==> config.mk <==
export PLATFORM = sky130hd
export DESIGN_NAME = pgw_power_good
export DESIGN_NICKNAME = d
export VERILOG_FILES = /design/src/shared/pgw_pkg.sv /design/src/rtl/pgw_power_good.sv
export SDC_FILE = /design/constraint.sdc
export NUM_CORES = 1
export LEC_CHECK = 0
export BUFFER_PORTS_ARGS = -buffer_cell sky130_fd_sc_hd__buf_2
export CORE_ASPECT_RATIO = 1.5
export CORE_MARGIN = 4
export CORE_UTILIZATION = 45
export DETAILED_ROUTE_END_ITERATION = 10
export PLACE_DENSITY = 0.7
export SLEW_MARGIN = 0
export SYNTH_ARGS = -nofsm -noshare
export SYNTH_HDL_FRONTEND = slang
export SYNTH_SLANG_ARGS = --single-unit
==> constraint.sdc <==
create_clock -name clk -period 4.55 [get_ports clk]
set_input_delay 0.455 -clock clk [delete_from_list [all_inputs] [get_ports clk]]
set_output_delay 0.455 -clock clk [all_outputs]
set_load 0.02 [all_outputs]
==> src/shared/pgw_pkg.sv <==
// Constants, register map and state type of the power-good and warning flag block
`default_nettype none
package pgw_pkg;
   // ----------------------------------------------------------------
   // Sizes and timing
   // ----------------------------------------------------------------
   localparam int NUM_RAILS       = 4;
   localparam int CNT_W           = 18;
   localparam int CLK_MHZ         = 250;
   localparam int INVALID_FILT_US = 7;
   localparam int VALID_SHORT_US  = 4;
   localparam int VALID_LONG_US   = 8;
   localparam int ILIM_DEB_US     = 20;
   localparam int THERM_DEB_US    = 20;
   localparam int OVLD_DEB_MS     = 1;
   localparam int INVALID_CYC     = INVALID_FILT_US * CLK_MHZ;
   localparam int VALID_SHORT_CYC = VALID_SHORT_US * CLK_MHZ;
   localparam int VALID_LONG_CYC  = VALID_LONG_US * CLK_MHZ;
   localparam int ILIM_DEB_CYC    = ILIM_DEB_US * CLK_MHZ;
   localparam int THERM_DEB_CYC   = THERM_DEB_US * CLK_MHZ;
   localparam int OVLD_DEB_CYC    = OVLD_DEB_MS * 1000 * CLK_MHZ;
   // ----------------------------------------------------------------
   // Register offsets
   // ----------------------------------------------------------------
   localparam logic [7:0] ADDR_CTRL        = 8'h00;
   localparam logic [7:0] ADDR_SRC_CTRL    = 8'h01;
   localparam logic [7:0] ADDR_OUT_CTRL    = 8'h02;
   localparam logic [7:0] ADDR_FAULT_SRC   = 8'h03;
   localparam logic [7:0] ADDR_TOP_FLAG    = 8'h04;
   localparam logic [7:0] ADDR_REG_FLAG    = 8'h05;
   localparam logic [7:0] ADDR_STATUS      = 8'h06;
   localparam logic [7:0] ADDR_ON_STATUS   = 8'h07;
   localparam logic [7:0] ADDR_MASK        = 8'h08;
   // ----------------------------------------------------------------
   // Field positions
   // ----------------------------------------------------------------
   localparam int CTRL_SWRST_BIT   = 0;
   localparam int CTRL_THRESH_BIT  = 1;
   localparam int OC_WINDOW_BIT    = 0;
   localparam int OC_POL_BIT       = 1;
   localparam int OC_OD_BIT        = 2;
   localparam int OC_SETDLY_BIT    = 3;
   localparam int OC_STICKY_BIT    = 4;
   localparam int TOP_RESET_BIT    = 0;
   localparam int TOP_THERM_BIT    = 1;
   localparam int MASK_RESET_BIT   = 0;
   localparam int MASK_THERM_BIT   = 1;
   localparam int MASK_ILIM_LSB    = 2;
   localparam int SC_FLAG_LSB      = 4;
   localparam int ST_THERM_BIT     = 4;
   localparam int ST_PG_BIT        = 5;
   // ----------------------------------------------------------------
   // Monitor source selection
   // ----------------------------------------------------------------
   typedef enum logic [1:0] {
      SEL_NONE     = 2'b00,
      SEL_VOLTAGE  = 2'b01,
      SEL_COMBINED = 2'b10,
      SEL_COMB_ALT = 2'b11
   } pgw_sel_type;
   // ----------------------------------------------------------------
   // Whole state of the block
   // ----------------------------------------------------------------
   typedef struct packed {
      logic [2*NUM_RAILS-1:0]            srcCtrl;
      logic [4:0]                        outCtrl;
      logic [NUM_RAILS+1:0]              mask;
      logic                              threshSel;
      logic                              swResetReq;
      logic                              resetFlag;
      logic                              thermFlag;
      logic [NUM_RAILS-1:0]              ilimFlag;
      logic [NUM_RAILS-1:0]              scFlag;
      logic [NUM_RAILS-1:0]              faultBits;
      logic [NUM_RAILS-1:0]              vFilt;
      logic [NUM_RAILS-1:0]              iFilt;
      logic [NUM_RAILS-1:0]              oFilt;
      logic                              tFilt;
      logic [NUM_RAILS-1:0][CNT_W-1:0]   vCnt;
      logic [NUM_RAILS-1:0][CNT_W-1:0]   iCnt;
      logic [NUM_RAILS-1:0][CNT_W-1:0]   oCnt;
      logic [CNT_W-1:0]                  tCnt;
      logic                              pgActive;
      logic                              prevPin;
      logic [7:0]                        rdData;
   } pgw_state_type;
endpackage : pgw_pkg
`default_nettype wire

==> src/rtl/pgw_power_good.sv <==
// Power-good combiner, fault source record and warning flags
`default_nettype none
module pgw_power_good
   import pgw_pkg::*;
#(
   parameter int ILIM_CYC  = ILIM_DEB_CYC,
   parameter int THERM_CYC = THERM_DEB_CYC,
   parameter int OVLD_CYC  = OVLD_DEB_CYC
) (
   input  wire logic                 clk,
   input  wire logic                 rst_b,
   input  wire logic [7:0]           regAddr,
   input  wire logic [7:0]           regWrData,
   input  wire logic                 regWrite,
   input  wire logic                 regRead,
   output logic      [7:0]           regRdData,
   input  wire logic                 externalResetPin,
   input  wire logic                 supplyGlitch,
   input  wire logic [NUM_RAILS-1:0] regEnable,
   input  wire logic [NUM_RAILS-1:0] outAboveUv,
   input  wire logic [NUM_RAILS-1:0] outBelowOv,
   input  wire logic [NUM_RAILS-1:0] rampActive,
   input  wire logic [NUM_RAILS-1:0] shutdownPhase,
   input  wire logic [NUM_RAILS-1:0] forwardCurrentLimit,
   input  wire logic [NUM_RAILS-1:0] outputCollapsed,
   input  wire logic                 thermalSdPending,
   input  wire logic                 supplyOvPending,
   input  wire logic [1:0]           dieAboveWarn,
   output logic                      powerGoodOut,
   output logic                      powerGoodOe,
   output logic                      irqLineNOut,
   output logic                      irqLineNOe,
   output logic [NUM_RAILS-1:0]      regulatorOnStatus,
   output logic [NUM_RAILS-1:0]      regulatorShutdown
);

   // ----------------------------------------------------------------
   // Debounce step: returns filtered value and count
   // ----------------------------------------------------------------
   function automatic logic [CNT_W:0] deb_step(input logic             raw,
                                               input logic             filt,
                                               input logic [CNT_W-1:0] cnt,
                                               input logic [CNT_W-1:0] limit);
      logic [CNT_W-1:0] inc;
      inc = cnt + 1'b1;
      if (raw == filt) begin
         deb_step = {filt, {CNT_W{1'b0}}};
      end else if (inc >= limit) begin
         deb_step = {raw, {CNT_W{1'b0}}};
      end else begin
         deb_step = {filt, inc};
      end
   endfunction : deb_step

   localparam logic [CNT_W-1:0] LIM_INVALID = CNT_W'(INVALID_CYC);
   localparam logic [CNT_W-1:0] LIM_VSHORT  = CNT_W'(VALID_SHORT_CYC);
   localparam logic [CNT_W-1:0] LIM_VLONG   = CNT_W'(VALID_LONG_CYC);
   localparam logic [CNT_W-1:0] LIM_ILIM    = CNT_W'(ILIM_CYC);
   localparam logic [CNT_W-1:0] LIM_THERM   = CNT_W'(THERM_CYC);
   localparam logic [CNT_W-1:0] LIM_OVLD    = CNT_W'(OVLD_CYC);

   pgw_state_type        st_reg;
   pgw_state_type        st_next;
   logic                 resetEvent;
   logic                 readFault;
   logic [NUM_RAILS-1:0] vRaw;
   logic [NUM_RAILS-1:0] railIn;
   logic [NUM_RAILS-1:0] disPending;
   logic [7:0]           clrTop;
   logic [7:0]           clrReg;
   logic                 irqPending;
   logic [CNT_W:0]       step;
   logic [CNT_W-1:0]     vLimit;
   pgw_sel_type          sel;

   // ----------------------------------------------------------------
   // Next-state logic
   // ----------------------------------------------------------------
   always_comb begin
      st_next    = st_reg;
      step       = '0;
      vLimit     = '0;
      sel        = SEL_NONE;
      resetEvent = st_reg.swResetReq | supplyGlitch
                 | (externalResetPin & ~st_reg.prevPin);
      readFault  = regRead && (regAddr == ADDR_FAULT_SRC);
      clrTop     = (regWrite && regAddr == ADDR_TOP_FLAG) ? regWrData : 8'h00;
      clrReg     = (regWrite && regAddr == ADDR_REG_FLAG) ? regWrData : 8'h00;
      st_next.prevPin    = externalResetPin;
      st_next.swResetReq = regWrite && (regAddr == ADDR_CTRL) && regWrData[CTRL_SWRST_BIT];
      for (int i = 0; i < NUM_RAILS; i++) begin
         // Voltage window check, ramp forces invalid
         vRaw[i] = outAboveUv[i] & (st_reg.outCtrl[OC_WINDOW_BIT] ? outBelowOv[i] : 1'b1)
                 & ~rampActive[i];
         vLimit = st_reg.vFilt[i] ? LIM_INVALID :
                  (st_reg.outCtrl[OC_SETDLY_BIT] ? LIM_VLONG : LIM_VSHORT);
         step = deb_step(vRaw[i], st_reg.vFilt[i], st_reg.vCnt[i], vLimit);
         st_next.vFilt[i] = step[CNT_W];
         st_next.vCnt[i]  = step[CNT_W-1:0];
         step = deb_step(forwardCurrentLimit[i], st_reg.iFilt[i], st_reg.iCnt[i], LIM_ILIM);
         st_next.iFilt[i] = step[CNT_W];
         st_next.iCnt[i]  = step[CNT_W-1:0];
         step = deb_step(outputCollapsed[i] & regEnable[i], st_reg.oFilt[i], st_reg.oCnt[i],
                         st_reg.oFilt[i] ? LIM_ILIM : LIM_OVLD);
         st_next.oFilt[i] = step[CNT_W];
         st_next.oCnt[i]  = step[CNT_W-1:0];
         // Per-rail contribution
         sel = pgw_sel_type'(st_reg.srcCtrl[2*i +: 2]);
         disPending[i] = st_reg.scFlag[i] | thermalSdPending | supplyOvPending;
         if (sel == SEL_NONE) begin
            railIn[i] = 1'b1;
         end else if (disPending[i]) begin
            railIn[i] = 1'b0;
         end else if (!regEnable[i] || shutdownPhase[i]) begin
            railIn[i] = 1'b1;
         end else if (sel == SEL_VOLTAGE) begin
            railIn[i] = st_reg.vFilt[i] & ~rampActive[i];
         end else begin
            railIn[i] = st_reg.vFilt[i] & ~rampActive[i] & ~st_reg.iFilt[i];
         end
         // Fault record, set wins over read clear
         st_next.faultBits[i] = (st_reg.faultBits[i] & ~(readFault & railIn[i]))
                              | ~railIn[i];
         st_next.ilimFlag[i] = (st_reg.ilimFlag[i] & ~clrReg[i]) | st_reg.iFilt[i];
         st_next.scFlag[i]   = (st_reg.scFlag[i] & ~clrReg[SC_FLAG_LSB+i])
                             | (st_reg.oFilt[i] & regEnable[i]);
      end
      // Thermal warning
      step = deb_step(dieAboveWarn[st_reg.threshSel], st_reg.tFilt, st_reg.tCnt,
                      LIM_THERM);
      st_next.tFilt = step[CNT_W];
      st_next.tCnt  = step[CNT_W-1:0];
      st_next.thermFlag = (st_reg.thermFlag & ~clrTop[TOP_THERM_BIT]) | st_reg.tFilt;
      st_next.resetFlag = st_reg.resetFlag & ~clrTop[TOP_RESET_BIT];
      st_next.pgActive  = (&railIn)
                        & ~(st_reg.outCtrl[OC_STICKY_BIT] & (|st_reg.faultBits));
      // Configuration writes
      if (regWrite) begin
         case (regAddr)
            ADDR_CTRL: begin
               st_next.threshSel = regWrData[CTRL_THRESH_BIT];
            end
            ADDR_SRC_CTRL: begin
               st_next.srcCtrl = regWrData;
            end
            ADDR_OUT_CTRL: begin
               st_next.outCtrl = regWrData[4:0];
            end
            ADDR_MASK: begin
               st_next.mask = regWrData[NUM_RAILS+1:0];
            end
            default: begin
            end
         endcase
      end
      // Read data
      st_next.rdData = 8'h00;
      if (regRead) begin
         case (regAddr)
            ADDR_CTRL:      st_next.rdData = {6'h00, st_reg.threshSel, 1'b0};
            ADDR_SRC_CTRL:  st_next.rdData = st_reg.srcCtrl;
            ADDR_OUT_CTRL:  st_next.rdData = {3'h0, st_reg.outCtrl};
            ADDR_FAULT_SRC: st_next.rdData = {4'h0, st_reg.faultBits};
            ADDR_TOP_FLAG:  st_next.rdData = {6'h00, st_reg.thermFlag, st_reg.resetFlag};
            ADDR_REG_FLAG:  st_next.rdData = {st_reg.scFlag, st_reg.ilimFlag};
            ADDR_STATUS:    st_next.rdData = {2'h0, st_reg.pgActive, st_reg.tFilt,
                                              st_reg.iFilt};
            ADDR_ON_STATUS: st_next.rdData = {4'h0, regEnable & ~st_reg.scFlag};
            ADDR_MASK:      st_next.rdData = {2'h0, st_reg.mask};
            default:        st_next.rdData = 8'h00;
         endcase
      end
      // Reset events restore defaults
      if (resetEvent) begin
         st_next           = '0;
         st_next.resetFlag = 1'b1;
         st_next.prevPin   = externalResetPin;
      end
   end

   // ----------------------------------------------------------------
   // State register
   // ----------------------------------------------------------------
   always_ff @(posedge clk or negedge rst_b) begin
      if (!rst_b) begin
         st_reg           <= '0;
         st_reg.resetFlag <= 1'b1;
      end else begin
         st_reg <= st_next;
      end
   end

   // ----------------------------------------------------------------
   // Outputs
   // ----------------------------------------------------------------
   assign irqPending = (st_reg.resetFlag & ~st_reg.mask[MASK_RESET_BIT])
                     | (st_reg.thermFlag & ~st_reg.mask[MASK_THERM_BIT])
                     | (|(st_reg.ilimFlag & ~st_reg.mask[MASK_ILIM_LSB +: NUM_RAILS]))
                     | (|st_reg.scFlag);
   assign irqLineNOut = 1'b0;
   assign irqLineNOe  = irqPending;
   assign powerGoodOut = st_reg.pgActive ^ st_reg.outCtrl[OC_POL_BIT];
   assign powerGoodOe  = ~st_reg.outCtrl[OC_OD_BIT] | ~powerGoodOut;
   assign regRdData         = st_reg.rdData;
   assign regulatorOnStatus = regEnable & ~st_reg.scFlag;
   assign regulatorShutdown = st_reg.scFlag;
endmodule : pgw_power_good
`default_nettype wire

After elaboration in Yosys (flattened, before gate mapping)
Cells that the tools add are included.
W data, S select, Z words.
- bits in registers: 292
- input bits: 54
- output and inout bits: 20
- word-level logic and storage cells: 339
- add/subtract/negate cells: 13
- $lt $le $gt $ge: 14
- equal/unequal tests: 38
- multiplexer cells: 67
- bitwise gates (word level): 111
- reduce and logical (&&, ||, !) cells: 57
- operators by type and width (cell ; count):
    $mux W19 ; 26
    $mux W292 ; 1
    $add A18 B1 Y18 const B ; 13
    $ge A18 B18 Y1 ; 7
    $mux W18 ; 7
    $ge A18 B13 Y1 const B ; 5
    $pmux W8 S9 ; 1
    $and A1 B1 Y1 ; 47
    $reduce_bool A2 Y1 ; 18
    $reduce_and A2 Y1 ; 17
    $eq A8 B3 Y1 const B ; 4
    $not A1 Y1 ; 32
    $or A1 B1 Y1 ; 27
    $ne A2 B2 Y1 const B ; 13
    $mux W8 ; 3
    $mux W1 ; 23
    $mux W11 ; 2
    $mux W20 ; 1
    $ge A18 B11 Y1 ; 1
    $eq A8 B2 Y1 const B ; 2
    $eq A1 B1 Y1 ; 13
    $reduce_or A4 Y1 ; 3
    $and A4 B4 Y4 ; 2
    $eq A2 B1 Y1 const B ; 4
    14 further kinds ; 28

Longest topological paths before layout
- depth after elaboration: 12
- depth in mapped cells: 14
- gate-level depth less buffers: 13

Least setup slack after synthesis
No wires, ideal clock.
- kind: register to register
- start point: register st_reg[86] in the netlist's numbering
- end point: register st_reg[89] in the netlist's numbering
- library setup time: 77 ps
- arrival time: 3175 ps
- required time: 4473 ps
- slack: 1298 ps
- cell stages (with the launch flop): 15
- path buffers: 2
- period minus slack after synthesis: 3252 ps
- cell sequence: dfrtp_1 -> buf_2 -> nand4_1 -> or4_1 -> nor2_1 -> xor2_1 -> ha_1 -> a21o_1 -> a21o_1 -> a21o_1 -> nor3_1 -> o21ai_1 -> a31o_2 -> buf_2 -> a21oi_1
- RTL lines (what ; line ; RTL):
    start, declared ; pgw_power_good.sv:62 ; pgw_state_type st_reg;
    start signal, assigned ; pgw_power_good.sv:189 ; st_reg <= st_next;

==> impl_metrics.ini <==
[status]
outcome = complete, but fails checks
violations = negative hold slack

[timing]
finalSetupTns_ns = 0
finalCriticalPeriod_ns = 3.72
slew_headroom_pct = 37.7
fmax_mhz = 269
hold_viol = 4
whs_ns = -0.0256
setup_violations = 0
worst_slew_pin_slew_ns = 0.934
rsz0062_at_grt = no
maxSlewViolCount = 0
timing.final.crit_share_pct = 81.6
fin_skew_ns = 0.0119

[yosys]
ys_ff_latch = 292
seq_area_frac_synth_pct = 44.4
synth_async_sr_flop_share_pct = 100
syn-mean-instance-area_sq_um = 9.59
syn_area_sq_um = 16500
syn_inst = 1718
synth-edff-count = 0
yosysWarnings = 0
ys_types = 78
synth_ff_type = dfrtp_1

[cts]
clkSinkCount = 292
h-tree-depth = 1
cts_tree = yes
cts_root_buffer = clkbuf_16
cts.repair.resized = 0
cts_buffers = 28
clock_path_buffers = 3
cts_hold_buf = 0
post_cts_buffers = 0
clock_latency_ns = 0.55
clkTransAtPathRegs_ns = 0.06

[finish]
post-route-util_pct = 51.1
multi_input_area_sq_um = 8820
final_cell_mix = 291 x dfrtp_1, 194 x nor2_1, 123 x nand2_1
drive_gt1_share_pct = 10.1
nNetsFinal = 1955
fin_area_sq_um = 18400
area_delta_synth_final_pct = 11.8
fillCellCount = 3235
largest_register_ffs = 278
seqCellArea_sq_um = 7310
final_common_cell = dfrtp_1

[floorplan]
core_sq_um = 36100
rows = 85
die_y_um = 242
die_area_sq_um = 39800
io_pins = 74
initial_utilization_pct = 45.7
die_x_um = 164

[setup_path]
path_common_cell = a21o_1
path_depth = 11
crit_path_cell_trace = nand3_1 -> nor4_1 -> and3_1 -> xor2_1 -> ha_1 -> a21o_1 -> a21o_1 -> a21oi_1 -> o31ai_2 -> or4_1 -> nor2b_1
critPathCaptureType = register
cp_top_family = simple AND/OR/NAND/NOR gates
reg2reg_slack_ns = 0.83
critPathKind = register to register
crit_arrival_ns = 4.19
path_buf_inv = 0
cp.required_ns = 5.02
startpoint_type = register
crit_fanout = 17
crit_slowest_cell = or4_1
max_stage_delay_ns = 0.84
rr_worst_depth = 11

[placed_design]
dpl_cell_area_sq_um = 17400
gp_congestion = 0.864
hpwl_um = 27800
port-buffer-count = 72

[drt]
vias = 12900
wirelength_um = 37800
wl_per_cell_um = 16.3
viasPerCell = 5.58
ant_nets = 0
drt_first_pass_iters = 6
drtIter0Drc = 889
drc = 0

[hold_path]
hold_class = primary input to async pin

[job]
cap_violations = 0

[grt]
grtUsageTotal_pct = 18.9
grt_pass1_wl_um = 62800
grt_pass1_vias = 13100
grt_antenna_before_repair = 7
grt_overflow = 0
grt_max_degree = 121

[pwr]
peakVddDrop_mv = 0.234
power_density_nw_per_um2 = 293
p_leak_uw = 0.00792
[worst paths after layout]
kind | end | from
min in group clk | st_reg[8] | externalResetPin
setup reg to reg | st_reg[72] | st_reg[64]
max in group asynchronous | st_reg[181] | rst_b
hold reg to reg | st_reg[270] | st_reg[270]
hold / removal | st_reg[141] | rst_b
setup / recovery | st_reg[72] | st_reg[64]
[metal layers]
metal | global-route usage, % | vias up | wire, um
met5 | 0 | - | 40
met4 | 6.52 | 6 | 1130
met3 | 3.18 | 89 | 1850
met2 | 34.6 | 299 | 19800
met1 | 22.0 | 6294 | 15000
li1 | - | 6246 | -
[report_power, final]
group,switching [uW],internal (uW)
Combinational,157,70.1
Sequential,32.7,2630
Clock,990,1520
[synthesized netlist by cell type (all sizes together) (11+ instances only)]
cell    instances  area [sq um]
o21a           11          82.6
or3            22           138
nand2         123           462
o211ai         11          92.6
a31oi          11          68.8
inv            62           233
mux2i          19           190
and2           11          68.8
nor2          203           785
dfrtp         291          7280
buf            26           173
nor2b          74           483
o21ai          38           190
nand4          58           399
xnor2          97           850
a22oi          11          82.6
a21o           12          90.1
xor2           80           701
nor4           24           165
and3           28           175
nand2b         12          75.1
and4           18           158
nor3           34           181
mux2           15           169
nand3         122           611
ha             82          1030
a21oi          58           290
clkbuf         37           139
[cells by family after synthesis]
group	after synthesis	share of synthesized area [%]
DFF	292	44.4
adders and majority gates	82	6.23
xor gates and xnor gates	177	9.41
AOI/OAI and AO/OA	244	10.3
and+or+nand+nor	763	24.1
buffers and inverters	125	3.31
other	1	0.0228
muxes	34	2.18
[per-stage QoR]
stage | power (uW) | hold WS, ns | setup slack, ns | cells
after detailed placement | 2940 | 0.468 | 0.863 | 2267
after global placement | 2930 | 0.472 | 0.923 | 2267
after CTS | 5480 | 0.0135 | 0.844 | 2317
after global routing | 5610 | 0.0150 | 0.554 | 2319
final | 5400 | -0.0256 | 0.835 | 2320
after floorplan | 2810 | 0.159 | 1.30 | 1771
[final cells by class]
type | count | share of cell area, %
diodes | 3 | 0.0408
clock buffers | 38 | 4.40
clock inverters | 12 | 1.03
inverters | 62 | 1.26
multi-input cells | 1354 | 47.9
flip-flops and latches | 292 | 39.7
well taps | 478 | 3.25
repair buffers | 81 | 2.38
(Power assumes the default switching activity.)
